## src/core/fem_pkg.sv

```systemverilog
// Purpose: Shared constants and types for the freeze entry manager.
// Assumes: One system clock of 250 MHz drives all sequencing logic.
// Notes:   Times are kept in their own units; cycle counts derive here.
package fem_pkg;

  // System clock period in picoseconds.
  localparam int unsigned CLK_PERIOD_PS = 4000;

  // Pin glitch filter: pulses shorter than this are ignored.
  localparam int unsigned GLITCH_NS = 2;
  // A least time, so it rounds up, and never below one cycle.
  localparam int unsigned GLITCH_CYC_RAW =
    (GLITCH_NS * 1000 + CLK_PERIOD_PS - 1) / CLK_PERIOD_PS;
  localparam int unsigned GLITCH_CYC =
    (GLITCH_CYC_RAW < 1) ? 1 : GLITCH_CYC_RAW;

  // Entry into the frozen state takes about one microsecond.
  localparam int unsigned ENTRY_US = 1;
  localparam int unsigned ENTRY_CYC =
    (ENTRY_US * 1000000 + CLK_PERIOD_PS - 1) / CLK_PERIOD_PS;

  // Outputs come back no later than this after the inputs on exit.
  localparam int unsigned OUT_EN_NS = 200;
  // A longest time, so it rounds down, and never below one cycle.
  localparam int unsigned OUT_EN_CYC_RAW =
    (OUT_EN_NS * 1000) / CLK_PERIOD_PS;
  localparam int unsigned OUT_EN_CYC =
    (OUT_EN_CYC_RAW < 1) ? 1 : OUT_EN_CYC_RAW;

  // Default time that a pin request must persist before it counts.
  localparam int unsigned CONFIRM_CYC_DEF = 8;

  // Largest number of independently gated clocks.
  localparam int unsigned MAX_CLOCKS = 17;

  // Reset levels of the sequencer outputs.
  localparam logic HK_WAIT_RST  = 1'h0;
  localparam logic GATE_N_RST   = 1'h1;
  localparam logic LSC_REQ_RST  = 1'h0;
  localparam logic FRZ_EN_RST   = 1'h0;

  // Sequencer states, fully encoded in three bits.
  typedef enum logic [2:0] {
    FEM_IDLE    = 3'h0,
    FEM_CONFIRM = 3'h1,
    FEM_WAIT_HK = 3'h2,
    FEM_GATE    = 3'h3,
    FEM_LSC_REQ = 3'h4,
    FEM_FROZEN  = 3'h5,
    FEM_EXIT    = 3'h6,
    FEM_RELEASE = 3'h7
  } fem_state_t;

endpackage

```

## src/core/fem_freeze_entry_manager.sv

```systemverilog
// Purpose: Sequence the core into and out of the static freeze mode,
//          with housekeeping handshake, clock gating and the hard
//          freeze block that acts on the request pin.
// Assumes: All inputs are synchronous to mclk_i; each gated clock is
//          represented by a one-cycle tick enable on clk_tick_i.
// Notes:   Gated clocks leave as one-cycle enables, not real clocks.
`timescale 1ns/1ps

module fem_freeze_entry_manager
#(
  parameter int unsigned NUM_CLOCKS  = fem_pkg::MAX_CLOCKS,
  parameter int unsigned CONFIRM_CYC = fem_pkg::CONFIRM_CYC_DEF
)
(
  input  wire logic                  mclk_i,
  input  wire logic                  rst_i,
  input  wire logic                  freeze_request_pin_n_i,
  input  wire logic                  housekeeping_use_i,
  input  wire logic                  housekeeping_done_i,
  input  wire logic                  hold_state_i,
  input  wire logic                  primary_pll_lock_i,
  input  wire logic [NUM_CLOCKS-1:0] clk_tick_i,
  output logic                       housekeeping_wait_o,
  output logic                       gate_control_n_o,
  output logic                       low_static_current_request_o,
  output logic                       freeze_enabled_o,
  output logic                       frozen_o,
  output logic [NUM_CLOCKS-1:0]      gated_clk_en_o,
  output logic                       ext_clk_tie_high_o,
  output logic                       pll_enable_o,
  output logic                       io_force_high_o,
  output logic                       inputs_active_o,
  output logic                       outputs_enable_o,
  output logic                       jtag_active_o
);

  // Refuse gate counts and confirm times that the logic cannot serve.
  if (NUM_CLOCKS < 1 || NUM_CLOCKS > fem_pkg::MAX_CLOCKS ||
      CONFIRM_CYC < 1 || CONFIRM_CYC > 255)
  begin : g_bad_param
    $error("NUM_CLOCKS must lie in 1..17 and CONFIRM_CYC in 1..255.");
  end

  localparam int unsigned GW = $clog2(fem_pkg::GLITCH_CYC + 1);
  localparam int unsigned EW = $clog2(fem_pkg::ENTRY_CYC + 1);
  localparam int unsigned OW = $clog2(fem_pkg::OUT_EN_CYC + 1);
  localparam logic [GW-1:0] GLITCH_LAST = GW'(fem_pkg::GLITCH_CYC);
  localparam logic [EW-1:0] ENTRY_LAST  = EW'(fem_pkg::ENTRY_CYC - 1);
  localparam logic [OW-1:0] OUT_EN_LAST = OW'(fem_pkg::OUT_EN_CYC - 1);
  localparam logic [7:0]    CONFIRM_LAST = 8'(CONFIRM_CYC - 1);

  // True in the states where the low-current request is held high.
  function automatic logic holds_request(input fem_pkg::fem_state_t s);
    holds_request = (s == fem_pkg::FEM_LSC_REQ) ||
                    (s == fem_pkg::FEM_FROZEN);
  endfunction

  fem_pkg::fem_state_t state;
  fem_pkg::fem_state_t next_state;
  logic [7:0]          confirm_cnt;
  logic                pin_prev;
  logic [GW-1:0]       glitch_cnt;
  logic                pin_filt_n;
  logic [EW-1:0]       entry_cnt;
  logic [OW-1:0]       out_en_cnt;
  logic                freeze_arm;
  logic                request;
  logic                done_eff;
  logic                exit_ready;
  logic [NUM_CLOCKS-1:0] gate_flop;
  logic [NUM_CLOCKS-1:0] gate_latch;
  logic                all_stopped;
  logic                all_open;

  // Pin glitch filter: a new level counts once steady for the filter time.
  always_ff @(posedge mclk_i)
  begin
    if (rst_i)
    begin
      pin_prev   <= 1'h1;
      glitch_cnt <= '0;
      pin_filt_n <= 1'h1;
    end
    else
    begin
      pin_prev <= freeze_request_pin_n_i;
      if (freeze_request_pin_n_i != pin_prev)
      begin
        glitch_cnt <= '0;
      end
      else if (glitch_cnt != GLITCH_LAST)
      begin
        glitch_cnt <= glitch_cnt + GW'(1);
      end
      else
      begin
        pin_filt_n <= freeze_request_pin_n_i;
      end
    end
  end

  // The pin is active low; the request is the filtered pin inverted.
  assign request    = ~pin_filt_n;
  // The hard block only sees the pin while the request line is high.
  assign freeze_arm = low_static_current_request_o & request;
  // Without housekeeping the wait flag answers itself.
  assign done_eff   = housekeeping_use_i ? housekeeping_done_i
                                         : housekeeping_wait_o;
  // Gates may reopen once inputs are live and the primary clock runs.
  assign exit_ready = inputs_active_o & primary_pll_lock_i;
  assign all_stopped = ~|gate_latch;
  assign all_open    = &gate_latch;

  // Hard freeze block: entry takes about a microsecond of a steady
  // armed condition, and any loss of it leaves freeze at once.
  always_ff @(posedge mclk_i)
  begin
    if (rst_i)
    begin
      entry_cnt <= '0;
      frozen_o  <= 1'h0;
    end
    else if (!freeze_arm)
    begin
      entry_cnt <= '0;
      frozen_o  <= 1'h0;
    end
    else if (entry_cnt == ENTRY_LAST)
    begin
      frozen_o <= 1'h1;
    end
    else
    begin
      entry_cnt <= entry_cnt + EW'(1);
    end
  end

  // Pad and clock side effects of freeze. Hold state keeps the pads
  // where they were, so nothing is forced high then.
  always_ff @(posedge mclk_i)
  begin
    if (rst_i)
    begin
      ext_clk_tie_high_o <= 1'h0;
      io_force_high_o    <= 1'h0;
      pll_enable_o       <= 1'h1;
      jtag_active_o      <= 1'h1;
      inputs_active_o    <= 1'h1;
    end
    else
    begin
      ext_clk_tie_high_o <= frozen_o & ~hold_state_i;
      pll_enable_o       <= ~frozen_o;
      io_force_high_o    <= frozen_o & ~hold_state_i;
      jtag_active_o      <= ~frozen_o;
      inputs_active_o    <= ~frozen_o;
    end
  end

  // Outputs trail the inputs on exit, bounded by the output delay.
  always_ff @(posedge mclk_i)
  begin
    if (rst_i)
    begin
      out_en_cnt       <= '0;
      outputs_enable_o <= 1'h1;
    end
    else if (!inputs_active_o)
    begin
      out_en_cnt       <= '0;
      outputs_enable_o <= 1'h0;
    end
    else if (!outputs_enable_o)
    begin
      if (out_en_cnt == OUT_EN_LAST)
      begin
        outputs_enable_o <= 1'h1;
      end
      else
      begin
        out_en_cnt <= out_en_cnt + OW'(1);
      end
    end
  end

  // One gate per clock: a flop samples the gate control on its own
  // clock, a latch passes it while the clock is low, and the AND with
  // the clock forms the buffered output. The latch keeps a change of
  // control from cutting a high phase short.
  for (genvar i = 0; i < NUM_CLOCKS; i++)
  begin : g_gate
    logic tick;
    // A frozen device ties its clock inputs off, so no ticks arrive.
    assign tick = clk_tick_i[i] & ~frozen_o;

    always_ff @(posedge mclk_i)
    begin
      if (rst_i)
      begin
        gate_flop[i]      <= 1'h1;
        gate_latch[i]     <= 1'h1;
        gated_clk_en_o[i] <= 1'h0;
      end
      else
      begin
        if (tick)
        begin
          gate_flop[i] <= gate_control_n_o;
        end
        if (!tick)
        begin
          gate_latch[i] <= gate_flop[i];
        end
        gated_clk_en_o[i] <= tick & gate_latch[i];
      end
    end
  end

  // Next-state decision of the sequencer.
  always_comb
  begin
    next_state = state;
    case (state)
      fem_pkg::FEM_IDLE:
        if (request)
          next_state = fem_pkg::FEM_CONFIRM;
      fem_pkg::FEM_CONFIRM:
        if (!request)
          next_state = fem_pkg::FEM_IDLE;
        else if (confirm_cnt == CONFIRM_LAST)
          next_state = fem_pkg::FEM_WAIT_HK;
      fem_pkg::FEM_WAIT_HK:
        if (!request)
          next_state = fem_pkg::FEM_IDLE;
        else if (done_eff)
          next_state = fem_pkg::FEM_GATE;
      fem_pkg::FEM_GATE:
        if (!request)
          next_state = fem_pkg::FEM_EXIT;
        else if (all_stopped)
          next_state = fem_pkg::FEM_LSC_REQ;
      fem_pkg::FEM_LSC_REQ:
        if (!request)
          next_state = fem_pkg::FEM_EXIT;
        else if (frozen_o)
          next_state = fem_pkg::FEM_FROZEN;
      fem_pkg::FEM_FROZEN:
        if (!request)
          next_state = fem_pkg::FEM_EXIT;
      fem_pkg::FEM_EXIT:
        if (exit_ready)
          next_state = fem_pkg::FEM_RELEASE;
      fem_pkg::FEM_RELEASE:
        if (all_open)
          next_state = fem_pkg::FEM_IDLE;
      default:
        next_state = fem_pkg::FEM_IDLE;
    endcase
  end

  // State register and the persistence counter of the pin request.
  always_ff @(posedge mclk_i)
  begin
    if (rst_i)
    begin
      state       <= fem_pkg::FEM_IDLE;
      confirm_cnt <= '0;
    end
    else
    begin
      state <= next_state;
      if (state == fem_pkg::FEM_CONFIRM)
      begin
        confirm_cnt <= confirm_cnt + 8'h01;
      end
      else
      begin
        confirm_cnt <= '0;
      end
    end
  end

  // Handshake and control outputs, each a flop following the state
  // it is about to enter, so they change together with the state.
  always_ff @(posedge mclk_i)
  begin
    if (rst_i)
    begin
      housekeeping_wait_o          <= fem_pkg::HK_WAIT_RST;
      gate_control_n_o             <= fem_pkg::GATE_N_RST;
      low_static_current_request_o <= fem_pkg::LSC_REQ_RST;
      freeze_enabled_o             <= fem_pkg::FRZ_EN_RST;
    end
    else
    begin
      housekeeping_wait_o <=
        (next_state == fem_pkg::FEM_WAIT_HK);
      // Gate control goes low on done and rises only on release.
      if (next_state == fem_pkg::FEM_GATE)
      begin
        gate_control_n_o <= 1'h0;
      end
      else if (next_state == fem_pkg::FEM_RELEASE)
      begin
        gate_control_n_o <= 1'h1;
      end
      // Held for the whole of entry and freeze; dropping it early
      // would pull the device straight back out.
      low_static_current_request_o <=
        holds_request(next_state);
      freeze_enabled_o <= holds_request(next_state);
    end
  end

endmodule

```

## config.mk

```make
export PLATFORM = sky130hd
export DESIGN_NAME = fem_freeze_entry_manager
export DESIGN_NICKNAME = d
export VERILOG_FILES = /design/src/core/fem_pkg.sv /design/src/core/fem_freeze_entry_manager.sv
export SDC_FILE = /design/constraint.sdc
export NUM_CORES = 1
export LEC_CHECK = 0
export ABC_AREA = 1
export BUFFER_PORTS_ARGS = -buffer_cell sky130_fd_sc_hd__buf_2
export CELL_PAD_IN_SITES_DETAIL_PLACEMENT = 0
export CELL_PAD_IN_SITES_GLOBAL_PLACEMENT = 2
export CORE_MARGIN = 4
export CORE_UTILIZATION = 32
export CTS_CLUSTER_DIAMETER = 100
export DETAILED_ROUTE_END_ITERATION = 8
export GPL_ROUTABILITY_DRIVEN = 0
export PLACE_DENSITY_LB_ADDON = 0.08
export SLEW_MARGIN = 20
export SYNTH_ARGS = -nofsm -noshare
export SYNTH_HDL_FRONTEND = slang
export SYNTH_SLANG_ARGS = --single-unit
export TNS_END_PERCENT = 30
```

## constraint.sdc

```tcl
create_clock -name mclk_i -period 1.77 [get_ports mclk_i]
set_input_delay 0.177 -clock mclk_i [delete_from_list [all_inputs] [get_ports mclk_i]]
set_output_delay 0.177 -clock mclk_i [all_outputs]
set_load 0.005 [all_outputs]
```

==> run summary <==
- **global-route track usage on met2** 19.6%
- **cell with the most instances after synthesis** nand2_1
- **die span in x** 111 µm
- **RSZ-0062 raised after global routing** false
- **detailed-route via count** 2873
- **diodes inserted** 0
- **Avg Inst Size Synth** 7.66 µm²
- **start-to-end type of the worst setup path** flop to flop
- **hold crit path type** input port to flop
- **insertion delay to the later sink of the worst-skew pair** 0.36 ns
- **Area growth, synth to finish** 16.4%
- **nature of the critical path startpoint** flop
- **Async S/R FF share, synth** 0%
- **post-synthesis cell type count** 31
- **Setup Skew** 0.00737 ns
- **cell type contributing the most total cell area after synthesis** dfxtp_1
- **number of buffers created by CTS** 9
- **number of placement rows** 37
- **Max Cap Violations** 0
- **nature of the critical path endpoint** flop
- **final count of hold timing violations** 0
- **crit share post-route** 80.1%
- **global route overflow** 0
- **violation count after the first detailed-route iteration** 122
- **post-synthesis sequential element count** 86
- **portion of synthesized cell area occupied by the leading cell type** 50.9%
- **first-pass GRT wire length** 12900 µm
- **relative slew slack** 72.0%
- **Syn Inst Count** 441
- **post-detailed-routing wire length** 7590 µm
- **first drt pass iteration count** 4
- **remaining antenna violation count** 0
- **number of buffers inserted by hold repair at cts** 1
- **# resized after CTS** 0
- **number of max-slew violations in the final report** 0
- **met1 Usage GRT** 17.4%
- **maximum clock frequency** 0.705 GHz
- **estimated wirelength of the detail-placed design** 5360 µm
- **number of warnings reported in the yosys synthesis log** 0
- **initial core utilization** 32.7%
- **arrival time worst endpoint** 1.68 ns
- **clock tree buffer depth** 2
- **run status** complete, no violations
- **Peak supply drop** 0.320 mV
- **EDFF count, synth** 0
- **Floorplan Core Area** 0.0103 mm²
- **number of nets in the final layout** 520
- **routed wirelength normalized by instance count** 12.0 µm
- **Filler cells** 1094
- **vertical die dimension** 111 µm
- **critical path fanouts, max** 3
- **syn nets** 470
- **minimum hold slack** 0.0475 ns
- **share of the yosys chip area belonging to registers** 50.9%
- **slew of the pin with the lowest slew margin** 0.420 ns
- **number of top-level pins** 52
- **maximum number of pins on one net before global-route repair** 38
- **leakage power of the design** 1.82 nW
- **clock net sink count** 86
- **power per standard cell area** 893 mW/mm²
- **total track usage** 12.9%
- **total negative slack for setup checks** 0 ns
- **Buffers on Ports** 51
- **final critical path time including I/O delays and setup** 1.42 ns
- **floorplan die area** 0.0123 mm²
- **count of H-tree levels built during CTS** 3
- **met3 layer usage reported by global route** 2.35%
- **CTS tree** yes
- **Setup Buffers After CTS** 0
- **register clock-pin slew on the reported worst setup and hold paths** 0.09 ns
- **number of antenna violations at the first check in global routing** 0
- **vias in the first global route** 2706
- **GRT Max-Usage Layer** met2
- **clock root buffer master** clkbuf_8
- **DRC viols** 0
- **share of cells above drive strength 1** 17.2%
- **top cell types by occurrence after synthesis** 90 x nand2_1, 86 x dfxtp_1, 85 x nand3_1
- **fin util** 38.1%
- **average vias per placed instance** 4.55
- **final setup fails** 0
- **endpoint required time on the critical path** 2.03 ns
- **Most used DFF post-synth** dfxtp_1
- **mapped cell area** 0.00338 mm²
- **cells taking the most area after synthesis** dfxtp_1 51%, nand3_1 13%, nand2_1 10%
worst max-delay path, cell delays in order (launching register included):
cell and delay, ns:
dfxtp_1 0.36, ha_1 0.17, nand2_1 0.08, inv_2 0.06
nand2_1 0.04, nor2_1 0.12, nand2_1 0.06, nand2_1 0.06
nand2_1 0.05, nand2_1 0.06, inv_1 0.04, nand2_2 0.07
nand2_1 0.05, nand2_1 0.05, nand2_1 0.04
per-stage QoR:
stage	total power, mW	area (µm²)	setup slack (ns)	std cells
after floorplan	2.22	3380	0.484	441
final	3.51	3930	0.352	631
after CTS	3.58	3930	0.320	631
after global routing	3.68	3930	0.0806	631
after detailed placement	2.33	3760	0.345	615
after global placement	2.33	3760	0.379	615
layout make-up:
class	instances	area (µm²)	share of cell area [%]
flip-flops and latches	86	1720	43.8
multi-input cells	294	1400	35.6
well taps	136	170	4.33
clock buffers	12	145	3.69
repair buffers	57	315	8.02
inverters	43	161	4.10
clock inverters	3	21.3	0.541
worst paths after layout:
path	startpoint	end	slack, ns	cells after the start
min reg2reg	gate_flop[10]	gate_latch[10]	0.45	2
max	confirm_cnt[0]	gate_control_n_o	0.35	14
max reg2reg	confirm_cnt[0]	gate_control_n_o	0.35	14
min	freeze_request_pin_n_i	pin_prev	0.05	2
registers in the layout (all words and copies together) (netlist names), 3 cells and up:
name / cells
gate_latch: 17
out_en_cnt: 6
gate_flop: 17
state: 3
confirm_cnt: 8
gated_clk_en_o: 17
entry_cnt: 8
cell usage in the layout, fill, tap and decap left out:
cell type,count
nand3_2,1
inv_2,4
nor3_2,2
a211oi_2,1
nor2_4,1
nor3_1,7
nor2_2,1
dfxtp_1,86
nor3b_1,1
nand3_1,85
clkinv_2,1
o21ai_0,10
buf_2,51
and3b_1,1
dlygate4sd3_1,1
nand2_1,90
buf_4,4
clkinvlp_4,1
or2_0,2
nor4_1,1
clkinv_1,2
or2_2,2
nand4_1,4
nand2_2,2
a21oi_2,1
xor2_1,1
inv_1,37
nor2_1,56
xnor2_1,2
clkbuf_8,10
clkinv_4,1
ha_1,5
buf_12,1
nor4_2,1
a21oi_1,17
clkbuf_1,2
where the power goes:
part | internal [mW] | switching (mW) | leakage, nW
Combinational | 0.0998 | 0.139 | 1.03
Sequential | 2.01 | 0.0334 | 0.705
Clock | 0.542 | 0.692 | 0.0824
Total | 2.65 | 0.864 | 1.82
layer usage:
layer / wire length [µm] / part of all wire, % / up-vias
li1: - / - / 1531
met1: 3760 / 50 / 1271
met2: 3310 / 44 / 63
met3: 368 / 4.9 / 8
met4: 148 / 2.0 / 0
met5: 0 / 0 / -
logic make-up after synthesis:
group | count (synthesis) | share of synthesized area, %
flops | 86 | 50.9
buf+inv | 61 | 7.66
fa+ha+maj | 5 | 1.85
simple gates | 257 | 34.1
xor+xnor | 3 | 0.778
compound gates | 29 | 4.63
No activity file was read; power rests on OpenSTA's default activity.
